`src/include/atsr_pkg.sv`:
```
// constants for the audio time slot record engine
// assumes one system clock; bit clock is sampled as a plain input
package atsr_pkg;

  // ----------------------------------------------------------------
  // sizes
  // ----------------------------------------------------------------
  localparam int NUM_REC    = 32;
  localparam int REC_W      = 32;
  localparam int PTR_W      = 5;
  localparam int ADDR_W     = 6;
  localparam int WORD_W     = 32;
  localparam int FIFO_DEPTH = 4;
  localparam int FLD_W      = 12;
  localparam int CTRL_W     = 4;

  // ----------------------------------------------------------------
  // register port map (word index)
  // ----------------------------------------------------------------
  localparam logic [5:0] ADDR_CTRL = 6'h20;
  localparam logic [5:0] ADDR_STAT = 6'h21;
  localparam int CTRL_EN1   = 0;
  localparam int CTRL_EN2   = 1;
  localparam int CTRL_TRIG0 = 2;
  localparam int CTRL_TRIG4 = 3;
  localparam logic [3:0] CTRL_RST = 4'h0;
  localparam int STAT_PTR = 0;
  localparam int STAT_OVF = 5;
  localparam int STAT_UNF = 7;
  localparam int STAT_ST  = 9;

  // ----------------------------------------------------------------
  // record layout
  // ----------------------------------------------------------------
  localparam int WS_HI   = 31;
  localparam int P1_LO   = 14;
  localparam int P2_LO   = 1;
  localparam int EOS_BIT = 0;
  localparam int F_IS    = 10;
  localparam int F_CW    = 9;
  localparam int F_CF    = 8;
  localparam int F_SW    = 7;
  localparam int F_LW    = 6;
  localparam int F_BS    = 3;
  localparam int F_OP    = 1;
  localparam int F_LT    = 0;

  // ----------------------------------------------------------------
  // pins and timing in bit-clock cycles
  // ----------------------------------------------------------------
  localparam logic [2:0] LINE_P1_IN0  = 3'h4;
  localparam logic [2:0] LINE_P2_IN0  = 3'h0;
  localparam logic [2:0] LINE_P1_OUT0 = 3'h0;
  localparam logic [2:0] LINE_P2_OUT0 = 3'h4;
  localparam logic [2:0] LAST_BIT     = 3'h7;
  localparam logic [2:0] TAIL_BITS    = 3'h7;

  typedef enum logic [1:0] {
    ST_IDLE  = 2'h0,
    ST_FETCH = 2'h1,
    ST_SHIFT = 2'h3
  } atsr_state_t;

endpackage : atsr_pkg

```
`src/include/atsr_stream_if.sv`:
```
// valid/ready word stream between engine and its FIFOs
// assumes both ends run on the same clock
`timescale 1ns/1ns
interface atsr_stream_if #(parameter int W = 32);
  logic         valid;
  logic         ready;
  logic [W-1:0] data;
  modport src (output valid, output data, input ready);
  modport snk (input valid, input data, output ready);
endinterface : atsr_stream_if

```
`src/atsr_engine.sv`:
```
// time slot record engine for two serial audio ports
// assumes bclk and data lines are asynchronous pins, DMA side on mclk
//
// Summary of operation
// - each word-select line follows its record bit during the slot.
// - lines 0 and 4 ignore the record bit when set as trigger input.
// - input-source code picks the captured data line, 00 port dependent.
// - capture-to-word puts the slot byte in the next word buffer byte.
// - capture-to-feedback puts the slot byte in the next feedback byte.
// - store-word pushes the word buffer into the input FIFO.
// - load-word pops the next output FIFO word into the output buffer.
// - byte-select picks output byte 0-3 or feedback byte 0-3.
// - output-pin code picks the driven data line, 00 port dependent.
// - when both ports pick one line, port one drives it.
// - every data line not driven this slot or held by a low tail is released.
// - low tail drives last slot's line low for seven bit clocks.
// - end-of-superframe makes the next slot use the first record.
// - records are four bytes; up to 32 records, each with fields for both ports.
// - record holds word-select, port one, port two fields and END_OF_SUPERFRAME.
//
// The strobed register port and the placing of the registers are this design's own decisions.
`timescale 1ns/1ns
module atsr_engine (
  input  wire logic                                  mclk,
  input  wire logic                                  ce,
  input  wire logic                                  srst,
  input  wire logic [atsr_pkg::ADDR_W-1:0]           regAddr,
  input  wire logic [31:0]                           regWdata,
  input  wire logic                                  regWr,
  input  wire logic                                  regRd,
  output logic      [31:0]                           regRdata,
  input  wire logic                                  bclk,
  input  wire logic [4:0]                            sdIn,
  output logic      [4:0]                            sdOut,
  output logic      [4:0]                            sdOe,
  output logic      [4:0]                            wsOut,
  output logic      [4:0]                            wsOe,
  output logic      [1:0]                            capValid,
  output logic      [1:0][atsr_pkg::WORD_W-1:0]      capData,
  input  wire logic [1:0]                            capReady,
  input  wire logic [1:0]                            playValid,
  input  wire logic [1:0][atsr_pkg::WORD_W-1:0]      playData,
  output logic      [1:0]                            playReady
);
  import atsr_pkg::*;

  // ----------------------------------------------------------------
  // helpers
  // ----------------------------------------------------------------
  function automatic logic [4:0] pinHot(input logic [1:0] code,
                                        input logic [2:0] zero);
    pinHot = 5'h00;
    if (code == 2'h0) pinHot[zero] = 1'b1;
    else pinHot[code] = 1'b1;
  endfunction : pinHot

  function automatic logic [2:0] pinIdx(input logic [1:0] code,
                                        input logic [2:0] zero);
    pinIdx = (code == 2'h0) ? zero : {1'b0, code};
  endfunction : pinIdx

  function automatic logic [7:0] byteOf(input logic [31:0] w,
                                        input logic [1:0]  i);
    byteOf = w[{i, 3'h0} +: 8];
  endfunction : byteOf

  function automatic logic [31:0] putByte(input logic [31:0] w,
                                          input logic [1:0]  i,
                                          input logic [7:0]  b);
    putByte = w;
    putByte[{i, 3'h0} +: 8] = b;
  endfunction : putByte

  function automatic logic [FLD_W-1:0] portFld(input logic [31:0] r,
                                               input int          p);
    portFld = (p == 0) ? r[P1_LO +: FLD_W] : r[P2_LO +: FLD_W];
  endfunction : portFld

  // ----------------------------------------------------------------
  // pin synchronisers
  // ----------------------------------------------------------------
  logic [4:0] sdMeta_q, sdSync_q;
  logic       bclkMeta_q, bclkSync_q, bclkPrev_q;

  always_ff @(posedge mclk) begin
    if (srst) begin
      sdMeta_q   <= 5'h00;
      sdSync_q   <= 5'h00;
      bclkMeta_q <= 1'b0;
      bclkSync_q <= 1'b0;
      bclkPrev_q <= 1'b0;
    end else if (ce) begin
      sdMeta_q   <= sdIn;
      sdSync_q   <= sdMeta_q;
      bclkMeta_q <= bclk;
      bclkSync_q <= bclkMeta_q;
      bclkPrev_q <= bclkSync_q;
    end
  end

  wire bitRise = bclkSync_q & ~bclkPrev_q;

  // ----------------------------------------------------------------
  // register port
  // ----------------------------------------------------------------
  logic [REC_W-1:0]  time_slot_list [NUM_REC];
  logic [CTRL_W-1:0] ctrl_q;
  logic [1:0]        ovf_q, unf_q;
  logic [1:0]        ovfSet, unfSet;
  logic [PTR_W-1:0]  ptr_q;
  atsr_state_t       st_q;

  wire        listSel = (regAddr[ADDR_W-1] == 1'b0);
  wire        ctrlSel = (regAddr == ADDR_CTRL);
  wire        statSel = (regAddr == ADDR_STAT);
  wire [1:0]  portEn  = ctrl_q[CTRL_EN2:CTRL_EN1];
  wire [31:0] statVal = {21'h0, st_q, unf_q, ovf_q, ptr_q};
  wire [31:0] rdVal   = ctrlSel ? {28'h0, ctrl_q} :
                        statSel ? statVal : 32'h0;

  always_ff @(posedge mclk) begin
    if (ce && regWr && listSel) time_slot_list[regAddr[PTR_W-1:0]] <= regWdata;
  end

  always_ff @(posedge mclk) begin
    if (srst) begin
      ctrl_q   <= CTRL_RST;
      ovf_q    <= 2'h0;
      unf_q    <= 2'h0;
      regRdata <= 32'h0;
    end else if (ce) begin
      if (regWr && ctrlSel) ctrl_q <= regWdata[CTRL_W-1:0];
      // set beats a write-one clear in the same cycle
      ovf_q <= (ovf_q & ~({2{regWr & statSel}}
                          & regWdata[STAT_OVF +: 2])) | ovfSet;
      unf_q <= (unf_q & ~({2{regWr & statSel}}
                          & regWdata[STAT_UNF +: 2])) | unfSet;
      regRdata <= regRd ? rdVal : 32'h0;
    end
  end

  // ----------------------------------------------------------------
  // slot sequencer
  // ----------------------------------------------------------------
  logic [REC_W-1:0] rec_q;
  logic [2:0]       bitCnt_q;
  wire  [REC_W-1:0] tslRd   = time_slot_list[ptr_q];
  wire              slotEnd = (st_q == ST_SHIFT) & bitRise
                              & (bitCnt_q == LAST_BIT);

  always_ff @(posedge mclk) begin
    if (srst) begin
      st_q     <= ST_IDLE;
      ptr_q    <= '0;
      bitCnt_q <= 3'h0;
      rec_q    <= '0;
    end else if (ce) begin
      case (st_q)
        ST_IDLE: begin
          ptr_q <= '0;
          if (|portEn) st_q <= ST_FETCH;
        end
        ST_FETCH: begin
          rec_q    <= tslRd;
          bitCnt_q <= 3'h0;
          st_q     <= ST_SHIFT;
        end
        ST_SHIFT: begin
          if (bitRise) bitCnt_q <= bitCnt_q + 3'h1;
          if (slotEnd) begin
            if (rec_q[EOS_BIT]) ptr_q <= '0;
            else ptr_q <= ptr_q + 1'b1;
            st_q <= (|portEn) ? ST_FETCH : ST_IDLE;
          end
        end
        default: st_q <= ST_IDLE;
      endcase
    end
  end

  // ----------------------------------------------------------------
  // per-port datapath
  // ----------------------------------------------------------------
  logic [1:0][7:0]  inSh_q, outSh_q, capByte, selOut;
  logic [1:0][31:0] wordBuf_q, fbBuf_q, outBuf_q, wordNext;
  logic [1:0][1:0]  wordPos_q, fbPos_q;
  logic [1:0][4:0]  hot, prevHot_q, tailHot_q;
  logic [1:0][2:0]  tailCnt_q;
  logic [1:0]       cw, cf, sw, lw, inBit, capFull, playHave;
  logic [1:0]       lowNext;
  logic [4:0]       drive0, drive1;
  logic [1:0][31:0] playWord;

  for (genvar p = 0; p < 2; p++) begin : g_port
    localparam logic [2:0] IN0  = (p == 0) ? LINE_P1_IN0 : LINE_P2_IN0;
    localparam logic [2:0] OUT0 = (p == 0) ? LINE_P1_OUT0 : LINE_P2_OUT0;
    wire [FLD_W-1:0] f  = portFld(rec_q, p);
    wire [FLD_W-1:0] fN = portFld(tslRd, p);
    wire [2:0]       bs = fN[F_BS +: 3];
    wire             go = slotEnd & portEn[p];

    assign cw[p] = f[F_CW];
    assign cf[p] = f[F_CF];
    assign sw[p] = f[F_SW];
    assign lw[p] = f[F_LW];
    assign lowNext[p] = fN[F_LT];
    assign inBit[p]   = sdSync_q[pinIdx(f[F_IS +: 2], IN0)];
    assign capByte[p] = {inSh_q[p][6:0], inBit[p]};
    assign wordNext[p] = cw[p] ? putByte(wordBuf_q[p], wordPos_q[p],
                                         capByte[p])
                               : wordBuf_q[p];
    assign selOut[p] = bs[2] ? byteOf(fbBuf_q[p], bs[1:0])
                             : byteOf(outBuf_q[p], bs[1:0]);
    assign hot[p] = ((st_q == ST_SHIFT) && portEn[p])
                    ? pinHot(f[F_OP +: 2], OUT0) : 5'h00;

    atsr_stream_if #(.W(WORD_W)) capIn ();
    atsr_stream_if #(.W(WORD_W)) capOut ();
    atsr_stream_if #(.W(WORD_W)) playIn ();
    atsr_stream_if #(.W(WORD_W)) playOut ();

    assign capIn.valid  = go & sw[p];
    assign capIn.data   = wordNext[p];
    assign capFull[p]   = ~capIn.ready;
    assign capValid[p]  = capOut.valid;
    assign capData[p]   = capOut.data;
    assign capOut.ready = capReady[p];
    assign playIn.valid = playValid[p];
    assign playIn.data  = playData[p];
    assign playReady[p] = playIn.ready;
    assign playOut.ready = go & lw[p];
    assign playHave[p]  = playOut.valid;
    assign playWord[p]  = playOut.data;
    assign ovfSet[p]    = capIn.valid & capFull[p];
    assign unfSet[p]    = playOut.ready & ~playHave[p];

    atsr_fifo #(.WIDTH(WORD_W), .DEPTH(FIFO_DEPTH)) u_capFifo (
      .mclk  (mclk),
      .ce    (ce),
      .srst  (srst),
      .fill  (capIn),
      .drain (capOut)
    );

    atsr_fifo #(.WIDTH(WORD_W), .DEPTH(FIFO_DEPTH)) u_playFifo (
      .mclk  (mclk),
      .ce    (ce),
      .srst  (srst),
      .fill  (playIn),
      .drain (playOut)
    );
  end

  always_ff @(posedge mclk) begin
    if (srst) begin
      inSh_q  <= '0;
      outSh_q <= '0;
    end else if (ce) begin
      for (int p = 0; p < 2; p++) begin
        if (st_q == ST_FETCH) begin
          outSh_q[p] <= selOut[p];
        end else if (st_q == ST_SHIFT && bitRise) begin
          inSh_q[p]  <= capByte[p];
          outSh_q[p] <= {outSh_q[p][6:0], 1'b0};
        end
      end
    end
  end

  always_ff @(posedge mclk) begin
    if (srst) begin
      wordBuf_q <= '0;
      fbBuf_q   <= '0;
      outBuf_q  <= '0;
      wordPos_q <= '0;
      fbPos_q   <= '0;
    end else if (ce) begin
      for (int p = 0; p < 2; p++) begin
        if (slotEnd && portEn[p]) begin
          wordBuf_q[p] <= wordNext[p];
          if (sw[p]) wordPos_q[p] <= 2'h0;
          else if (cw[p]) wordPos_q[p] <= wordPos_q[p] + 2'h1;
          if (cf[p]) begin
            fbBuf_q[p] <= putByte(fbBuf_q[p], fbPos_q[p],
                                  capByte[p]);
            fbPos_q[p] <= fbPos_q[p] + 2'h1;
          end
          if (lw[p] && playHave[p]) outBuf_q[p] <= playWord[p];
        end
      end
    end
  end

  // ----------------------------------------------------------------
  // low tail
  // ----------------------------------------------------------------
  always_ff @(posedge mclk) begin
    if (srst) begin
      prevHot_q <= '0;
      tailHot_q <= '0;
      tailCnt_q <= {TAIL_BITS, TAIL_BITS};
    end else if (ce) begin
      for (int p = 0; p < 2; p++) begin
        if (st_q == ST_FETCH) begin
          tailHot_q[p] <= prevHot_q[p];
          tailCnt_q[p] <= lowNext[p] ? 3'h0 : TAIL_BITS;
        end else if (bitRise && tailCnt_q[p] != TAIL_BITS) begin
          tailCnt_q[p] <= tailCnt_q[p] + 3'h1;
        end
        if (slotEnd) prevHot_q[p] <= (p == 0) ? drive0 : drive1;
      end
    end
  end

  // ----------------------------------------------------------------
  // pin drive
  // ----------------------------------------------------------------
  assign drive0 = hot[0];
  assign drive1 = hot[1] & ~hot[0];
  wire [4:0] tailLines =
    ((tailCnt_q[0] != TAIL_BITS) ? tailHot_q[0] : 5'h00) |
    ((tailCnt_q[1] != TAIL_BITS) ? tailHot_q[1] : 5'h00);
  wire [4:0] sdOe_d  = drive0 | drive1 | tailLines;
  wire [4:0] sdOut_d = (drive0 & {5{outSh_q[0][7]}})
                     | (drive1 & {5{outSh_q[1][7]}});
  wire [4:0] wsOe_d  = {~ctrl_q[CTRL_TRIG4], 3'h7,
                        ~ctrl_q[CTRL_TRIG0]};
  wire       run     = (st_q != ST_IDLE);
  logic [4:0] wsRec;

  for (genvar i = 0; i < 5; i++) begin : g_ws
    assign wsRec[i] = rec_q[WS_HI - i];
  end

  always_ff @(posedge mclk) begin
    if (srst) begin
      sdOut <= 5'h00;
      sdOe  <= 5'h00;
      wsOut <= 5'h00;
      wsOe  <= 5'h00;
    end else if (ce) begin
      sdOut <= sdOut_d;
      sdOe  <= sdOe_d;
      wsOut <= run ? (wsRec & wsOe_d) : 5'h00;
      wsOe  <= wsOe_d;
    end
  end

  // ----------------------------------------------------------------
  // checks
  // ----------------------------------------------------------------
  wire capIn_seen = slotEnd & portEn[0] & sw[0] & ~capFull[0];
endmodule : atsr_engine

```
`src/atsr_fifo.sv`:
```
// small synchronous FIFO, depth a power of two
// assumes mclk domain, ce freezes all state
`timescale 1ns/1ns
module atsr_fifo #(
  parameter int WIDTH = 32,
  parameter int DEPTH = 4
) (
  input  wire logic  mclk,
  input  wire logic  ce,
  input  wire logic  srst,
  atsr_stream_if.snk fill,
  atsr_stream_if.src drain
);
  localparam int AW = $clog2(DEPTH);
  localparam int CW = $clog2(DEPTH + 1);

  logic [WIDTH-1:0] mem [DEPTH];
  logic [AW-1:0]    wr_q;
  logic [AW-1:0]    rd_q;
  logic [CW-1:0]    cnt_q;
  wire              push;
  wire              pop;

  assign fill.ready  = (cnt_q != CW'(DEPTH));
  assign drain.valid = (cnt_q != '0);
  assign drain.data  = mem[rd_q];
  assign push        = fill.valid & fill.ready;
  assign pop         = drain.valid & drain.ready;

  always_ff @(posedge mclk) begin
    if (srst) begin
      wr_q  <= '0;
      rd_q  <= '0;
      cnt_q <= '0;
    end else if (ce) begin
      if (push) begin
        mem[wr_q] <= fill.data;
        wr_q      <= wr_q + 1'b1;
      end
      if (pop) begin
        rd_q <= rd_q + 1'b1;
      end
      cnt_q <= cnt_q + CW'(push) - CW'(pop);
    end
  end

endmodule : atsr_fifo

```
`config.mk`:
```
export PLATFORM = sky130hd
export DESIGN_NAME = atsr_engine
export DESIGN_NICKNAME = d
export VERILOG_FILES = /design/src/include/atsr_pkg.sv /design/src/include/atsr_stream_if.sv /design/src/atsr_engine.sv /design/src/atsr_fifo.sv
export SDC_FILE = /design/constraint.sdc
export NUM_CORES = 2
export LEC_CHECK = 0
export ABC_AREA = 1
export BUFFER_PORTS_ARGS = -buffer_cell sky130_fd_sc_hd__buf_4
export CORE_MARGIN = 2
export CORE_UTILIZATION = 45
export CTS_BUF_LIST = sky130_fd_sc_hd__clkbuf_4 sky130_fd_sc_hd__clkbuf_8
export CTS_CLUSTER_DIAMETER = 30
export DETAILED_ROUTE_END_ITERATION = 6
export PLACE_DENSITY = 0.74
export SETUP_SLACK_MARGIN = 0.5
export SYNTH_ARGS = -nofsm -noshare
export SYNTH_HDL_FRONTEND = slang
export SYNTH_SLANG_ARGS = --single-unit
```
`constraint.sdc`:
```
create_clock -name mclk -period 3.7 [get_ports mclk]
set_clock_uncertainty 0.05 [all_clocks]
set_input_delay 0.74 -clock mclk [delete_from_list [all_inputs] [get_ports mclk]]
set_output_delay 0.74 -clock mclk [all_outputs]
set_load 0.02 [all_outputs]
```
======== After elaboration in Yosys (flattened, before gate mapping) ========
Memories as Yosys holds them, arrays and structs flattened. A register that Yosys moved wholly into a read port is not among the register bits.
Cells that the tools add are included.
storage, ports and cells
  input bits .............................. 117
  memories ................................ 5
  register bits ........................... 335
  word-level logic and storage cells ...... 295
  bits in writable memories ............... 1536
operators by class
  shifts and indexed selects .............. 12
  bitwise gates (word level) .............. 48
  equality and inequality tests ........... 14
  reduce and logical (&&, ||, !) cells .... 58
  $add $sub $neg .......................... 28
  $lt $le $gt $ge ......................... 6
  multiplexer cells ....................... 77
memories
  name                      words  width  rd ports  clocked after Yosys merged registers in  write ports  line                source
  time_slot_list            32     32     1         1                                        1            atsr_engine.sv:106  logic [REC_W-1:0] time_slot_list [NUM_REC];
  g_port[0].u_capFifo.mem   4      32     1         1                                        1            atsr_fifo.sv:17     logic [WIDTH-1:0] mem [DEPTH];
  g_port[0].u_playFifo.mem  4      32     1         1                                        1            atsr_fifo.sv:17
  g_port[1].u_capFifo.mem   4      32     1         1                                        1            atsr_fifo.sv:17
  g_port[1].u_playFifo.mem  4      32     1         1                                        1            atsr_fifo.sv:17
operators with widths
  cell                                                                          count
  32-bit bitwise mux                                                            4
  8-bit by 7-bit variable shift with 32-bit output, first input constant        4
  32-bit by 6-bit indexed part select with 8-bit output                         4
  8-bit by 7-bit indexed part select with 32-bit output                         4
  32-bit two-way mux                                                            2
  8-bit two-way mux                                                             6
  5-bit two-way mux                                                             9
  11-bit two-way mux                                                            3
  2-bit AND reduction                                                           16
  3-bit AND reduction                                                           10
  5-bit negator with 7-bit output                                               4
  3-bit two-way mux                                                             9
  1-bit two-way mux                                                             25
  2-bit by 1-bit adder with 2-bit output, second input constant                 12
  1-bit bitwise AND                                                             22
  2-bit two-way mux                                                             11
  5-bit bitwise AND                                                             4
  5-bit bitwise OR                                                              4
  3-bit != test, second input constant                                          6
  2-bit nonzero test                                                            8
  1-bit logical AND                                                             14
  3-bit by 1-bit adder with 3-bit output                                        4
  6-bit equality test, second input constant                                    2
  2-bit by 4-bit less-than comparator with 1-bit output, second input constant  3
  23 further kinds                                                              53

======== Depth between registers and ports, before layout ========
  depth in word-level cells ............... 11
  mapped depth ............................ 17

======== Modules after synthesis ========
A second synthesis with hierarchy kept.
unflattened totals
  cells, all modules ...................... 6569
  area, all modules ....................... 74669.1 um2
by module, submodules not included
  module                               sequential area each (um2)  cells an instance  area an instance (um2)  times used
  atsr_engine                          35614.2                     5043               53472.5                 1
  atsr_fifo (g_port[0].u_capFifo ...)  4023.9                      381                5298.8                  3
  atsr_fifo (g_port[1].u_capFifo)      4023.9                      383                5300.1                  1

======== Worst setup path after synthesis ========
OpenSTA, ideal clock, no wires.
  path type ............................... input to register
  from .................................... input port ce
  to ...................................... memory g_port[0].u_capFifo.mem[0][0] (enable)
  data required time ...................... 3229 ps
  data arrival time ....................... 3239 ps
  stages on the path ...................... 10
  path buffers ............................ 2
  library setup time ...................... 421 ps
  slack ................................... -10 ps
  path through ............................ clkbuf_1 -> inv_2 -> nor2_2 -> inv_2 -> nor2_4 -> inv_2 -> clkbuf_1 -> nor2_1 -> nand2_1 -> nor2_1
on the way
  cells in the longest elaborated chain, start to end .. 3
RTL lines
  what                                     line               source
  start: declaration                       atsr_engine.sv:25  input wire logic ce,
  1-bit two-way mux                        atsr_fifo.sv:35    end else if (ce) begin
  1-bit two-way mux                        atsr_fifo.sv:31    if (srst) begin
  1-bit two-way mux (not written as such)  atsr_fifo.sv:37    mem[wr_q] <= fill.data;
  end: declaration                         atsr_fifo.sv:17
No other way between the ends.

==> metrics.md <==
| Metric | Value |
|---|---|
| Status | complete, no violations |
| Starting density of the core | 45.4% |
| Post-place setup slack | 0.534 ns |
| # IOs | 237 |
| Critical Path Max Stage Delay | 0.43 ns |
| Hold Startpoint | regWdata[20] |
| Fin worst setup slack | 0.564 ns |
| Htree depth | 5 |
| Most Frequent Cell on Critical Path | buf_4 |
| Clock sinks | 1,843 |
| Worst Path Buf+Inv | 3 |
| Leading cell type in the layout, fill and taps excluded | edfxtp_1 |
| Cells on worst reg2reg path | 13 |
| Worst Hold Path EP | time_slot_list[0][20]$_DFFE_PP_ |
| Critical Path RT | 2.91 ns |
| FF-to-FF End | outSh_q[1]$_SDFFE_PP0P_ |
| Worst min path class | in -> reg |
| R2R Setup Slk | 0.70 ns |
| Slew Limit Fails | 0 |
| Max cap viols | 0 |
| Post-synthesis register bit count | 1,843 |
| Fin. Hold Viols | 0 |
| Number of vias per cell | 5.67 |
| Detailed Routing Iterations Pass 1 | 6 |
| Dominant cells by area after synthesis | edfxtp_1, dfxtp_1, o21ai_0 |
| Max Clock Freq | 319 MHz |
| Clk_lat worst skew | 1.07 ns |
| CP Capture Type | primary output |
| Yosys top cell area share | 59.7% |
| Largest net degree at the start of global routing | 181 |
| Die height | 409 µm |
| Register area share after synthesis | 69.8% |
| Cell Area, Synth | 74,000 µm² |
| CP max-delay cell | dfxtp_1 |
| Die Wd | 409 µm |
| Number of fill cells | 13.2k |
| Largest area contributor in the synthesized netlist | edfxtp_1 |
| Final GP Congestion | 0.862 |
| Cell Area, Placed | 78,300 µm² |
| Post-layout util | 53.6% |
| Crit-path cells | clkinvlp_4 > buf_4 > o21ai_0 > o22ai_2 > buf_4 |
| Area Overhead vs Synth | 18.1% |
| HPWL after detailed placement | 119,000 µm |
| Nets | 7,075 |
| Initial antenna violation count | 29 |
| Clk buf depth | 4 |
| Port Buffers | 213 |
| Worst Max-Slew Pin Slew | 1.15 ns |
| Total die area | 168,000 µm² |
| Overall power | 47.5 mW |
| Final setup fails | 0 |
| WL per Instance | 21.5 µm |
| Syn_area_per_cell | 11.4 µm² |
| Post-route cell area | 87,400 µm² |
| Asr flop ratio synth | 0% |
| Most frequent cells in the layout | edfxtp_1, nor2_1, o21ai_0, nand2_1, inv_1 |
| Core ar. | 163,000 µm² |
| Hold Path Depth | 1 |
| Total wire length | 201,000 µm |
| GRT Util Overall | 23.2% |
| Number of global-route vias before repair | 50.4k |
| Max VDD drop | 0.378 mV |
| Via count | 53.1k |
| Main synth FF type | edfxtp_1 |
| Part of the cycle the worst path needs | 84.8% |
| RSZ-0062 raised after global routing | yes |
| Layout cells sized above 1 | 15.6% |
| Row count | 148 |
| Crit-path max FO | 7 |
| Routed Antenna Nets | 0 |
| Post-synth EDFFs | 1,472 |
| Static leakage | 30.7 nW |
| Worst Setup Start Kind | register |
| TritonCTS Buffers | 363 |
| Total gr overflow | 0 |
| Max-slew headroom | 23.2% |
| Syn. warnings | 0 |
| Top delay family on crit path | buffers and inverters |
| DRC errors left | 0 |
| P per Cell Area | 544 nW/µm² |
| Global-route wire length before repair | 300,000 µm |
| Cell variety after synth | 49 |
| WP data arrival | 2.35 ns |
| DRC violation total after the first TritonRoute iteration | 6,863 |
| Post-Syn Instances | 6,487 |
| TritonCTS clock tree | built |
| Worst-path clk slew | 0.06 ns |
| Tmin final | 3.14 ns |
| Setup CP Type | reg -> out |
| Root buffer cell | clkbuf_8 |
-- worst register-to-register path: cells and delay by family (launching register included) --
family | cells | cell delay [ns]
and+or+nand+nor | 11 | 1.86
buffers and inverters | 1 | 0.48
DFF | 1 | 0.41
AOI/OAI and AO/OA | 1 | 0.15
-- per-stage QoR --
stage	hold slack (ns)	std cells	TNS (ns)
floorplan	0.379	6507	-1.95
global placement	0.388	8614	0
detailed placement	0.394	8614	0
CTS	0.00238	9354	0
global route	0.0495	9365	0
finish	0.0697	9368	0
-- where the power goes --
group          total [mW]  leakage [nW]  switching, mW  internal [mW]
Sequential           22.6          16.2         0.0941           22.5
Combinational        2.81          10.4           1.94          0.868
Clock                22.2          4.10           8.74           13.4
-- final cells by class --
cell class / instances / area [µm²] / area share (%)
multi-input cells: 3750 / 19000 / 21.7
flip-flops and latches: 1843 / 51700 / 59.1
clock buffers: 468 / 5940 / 6.80
repair inverters: 2 / 13.8 / 0.0157
clock inverters: 179 / 2000 / 2.29
well taps: 2175 / 2720 / 3.11
inverters: 471 / 1820 / 2.09
repair buffers: 472 / 4270 / 4.88
diodes: 8 / 20.0 / 0.0229
-- metal layers --
layer	GRT usage (%)	up-vias	wire (µm)
met2	35.1	2900	90700
met4	9.01	34	6540
met5	0	-	220
met3	6.00	444	22400
met1	32.1	25600	81400
li1	-	24100	-
-- cells in the mapped netlist (5+ instances only) --
cell type,n
clkinv_1,10
o22ai_1,316
nand4_1,5
buf_6,7
ha_1,51
nand2_1,453
o21ai_1,62
nor2_1,973
a211oi_1,51
buf_2,79
buf_1,18
a32oi_1,8
nor3_1,33
buf_4,58
inv_1,451
nand2_2,10
edfxtp_1,1472
o221ai_1,25
a31oi_1,21
nor4_1,7
inv_2,10
nand3_1,351
o211ai_1,11
clkbuf_1,281
o32ai_1,82
o21ai_0,878
nand3_2,5
or2_2,23
dfxtp_1,371
o31ai_1,8
a21oi_1,316
-- state kept, by name, summed over array words and instances, names as in the netlist, 8 cells and up, named ones only --
| register | count |
|---|---|
| regRdata | 11 |
| outSh_q | 16 |
| outBuf_q | 64 |
| rec_q | 22 |
| capByte | 14 |
| wordBuf_q | 64 |
| fbBuf_q | 64 |
| prevHot_q | 8 |
| g_port.u_capFifo.mem | 256 |
| tailHot_q | 8 |
| time_slot_list | 960 |
| g_port.u_playFifo.mem | 256 |
-- worst max path at each step --
stage | start | endpoint | slack [ns] | depth (start not counted)
after floorplan | ce | g_port[0].u_capFifo.mem[0][0]$_DFFE_PP_ | -0.01 | 10
after global placement | ce | g_port[1].u_capFifo.mem[3][14]$_DFFE_PP_ | 0.57 | 10
after detailed placement | ce | g_port[1].u_capFifo.mem[0][14]$_DFFE_PP_ | 0.53 | 10
after CTS | register | capData[16] | 0.47 | 4
after global routing | register | capData[41] | 0.49 | 5
final | register | capData[37] | 0.56 | 5
-- cell families after synthesis --
group / share of synthesized area [%]
AOI/OAI and AO/OA: 13.7
xor gates and xnor gates: 0.0118
adders and majority gates: 0.971
buffers and inverters: 5.14
DFF: 69.8
other: 0.00507
and+or+nand+nor: 10.4
-- repair_timing --
action / in CTS / in global routing
setup buffers: 3 / 3
resized for setup: 23 / 19
gates cloned: 1 / 3
hold endpoints to repair: 457 / 0
endpoints found under the setup margin: 64 / 336
hold buffers: 89 / 0
Power figures use the tool's default switching activity.
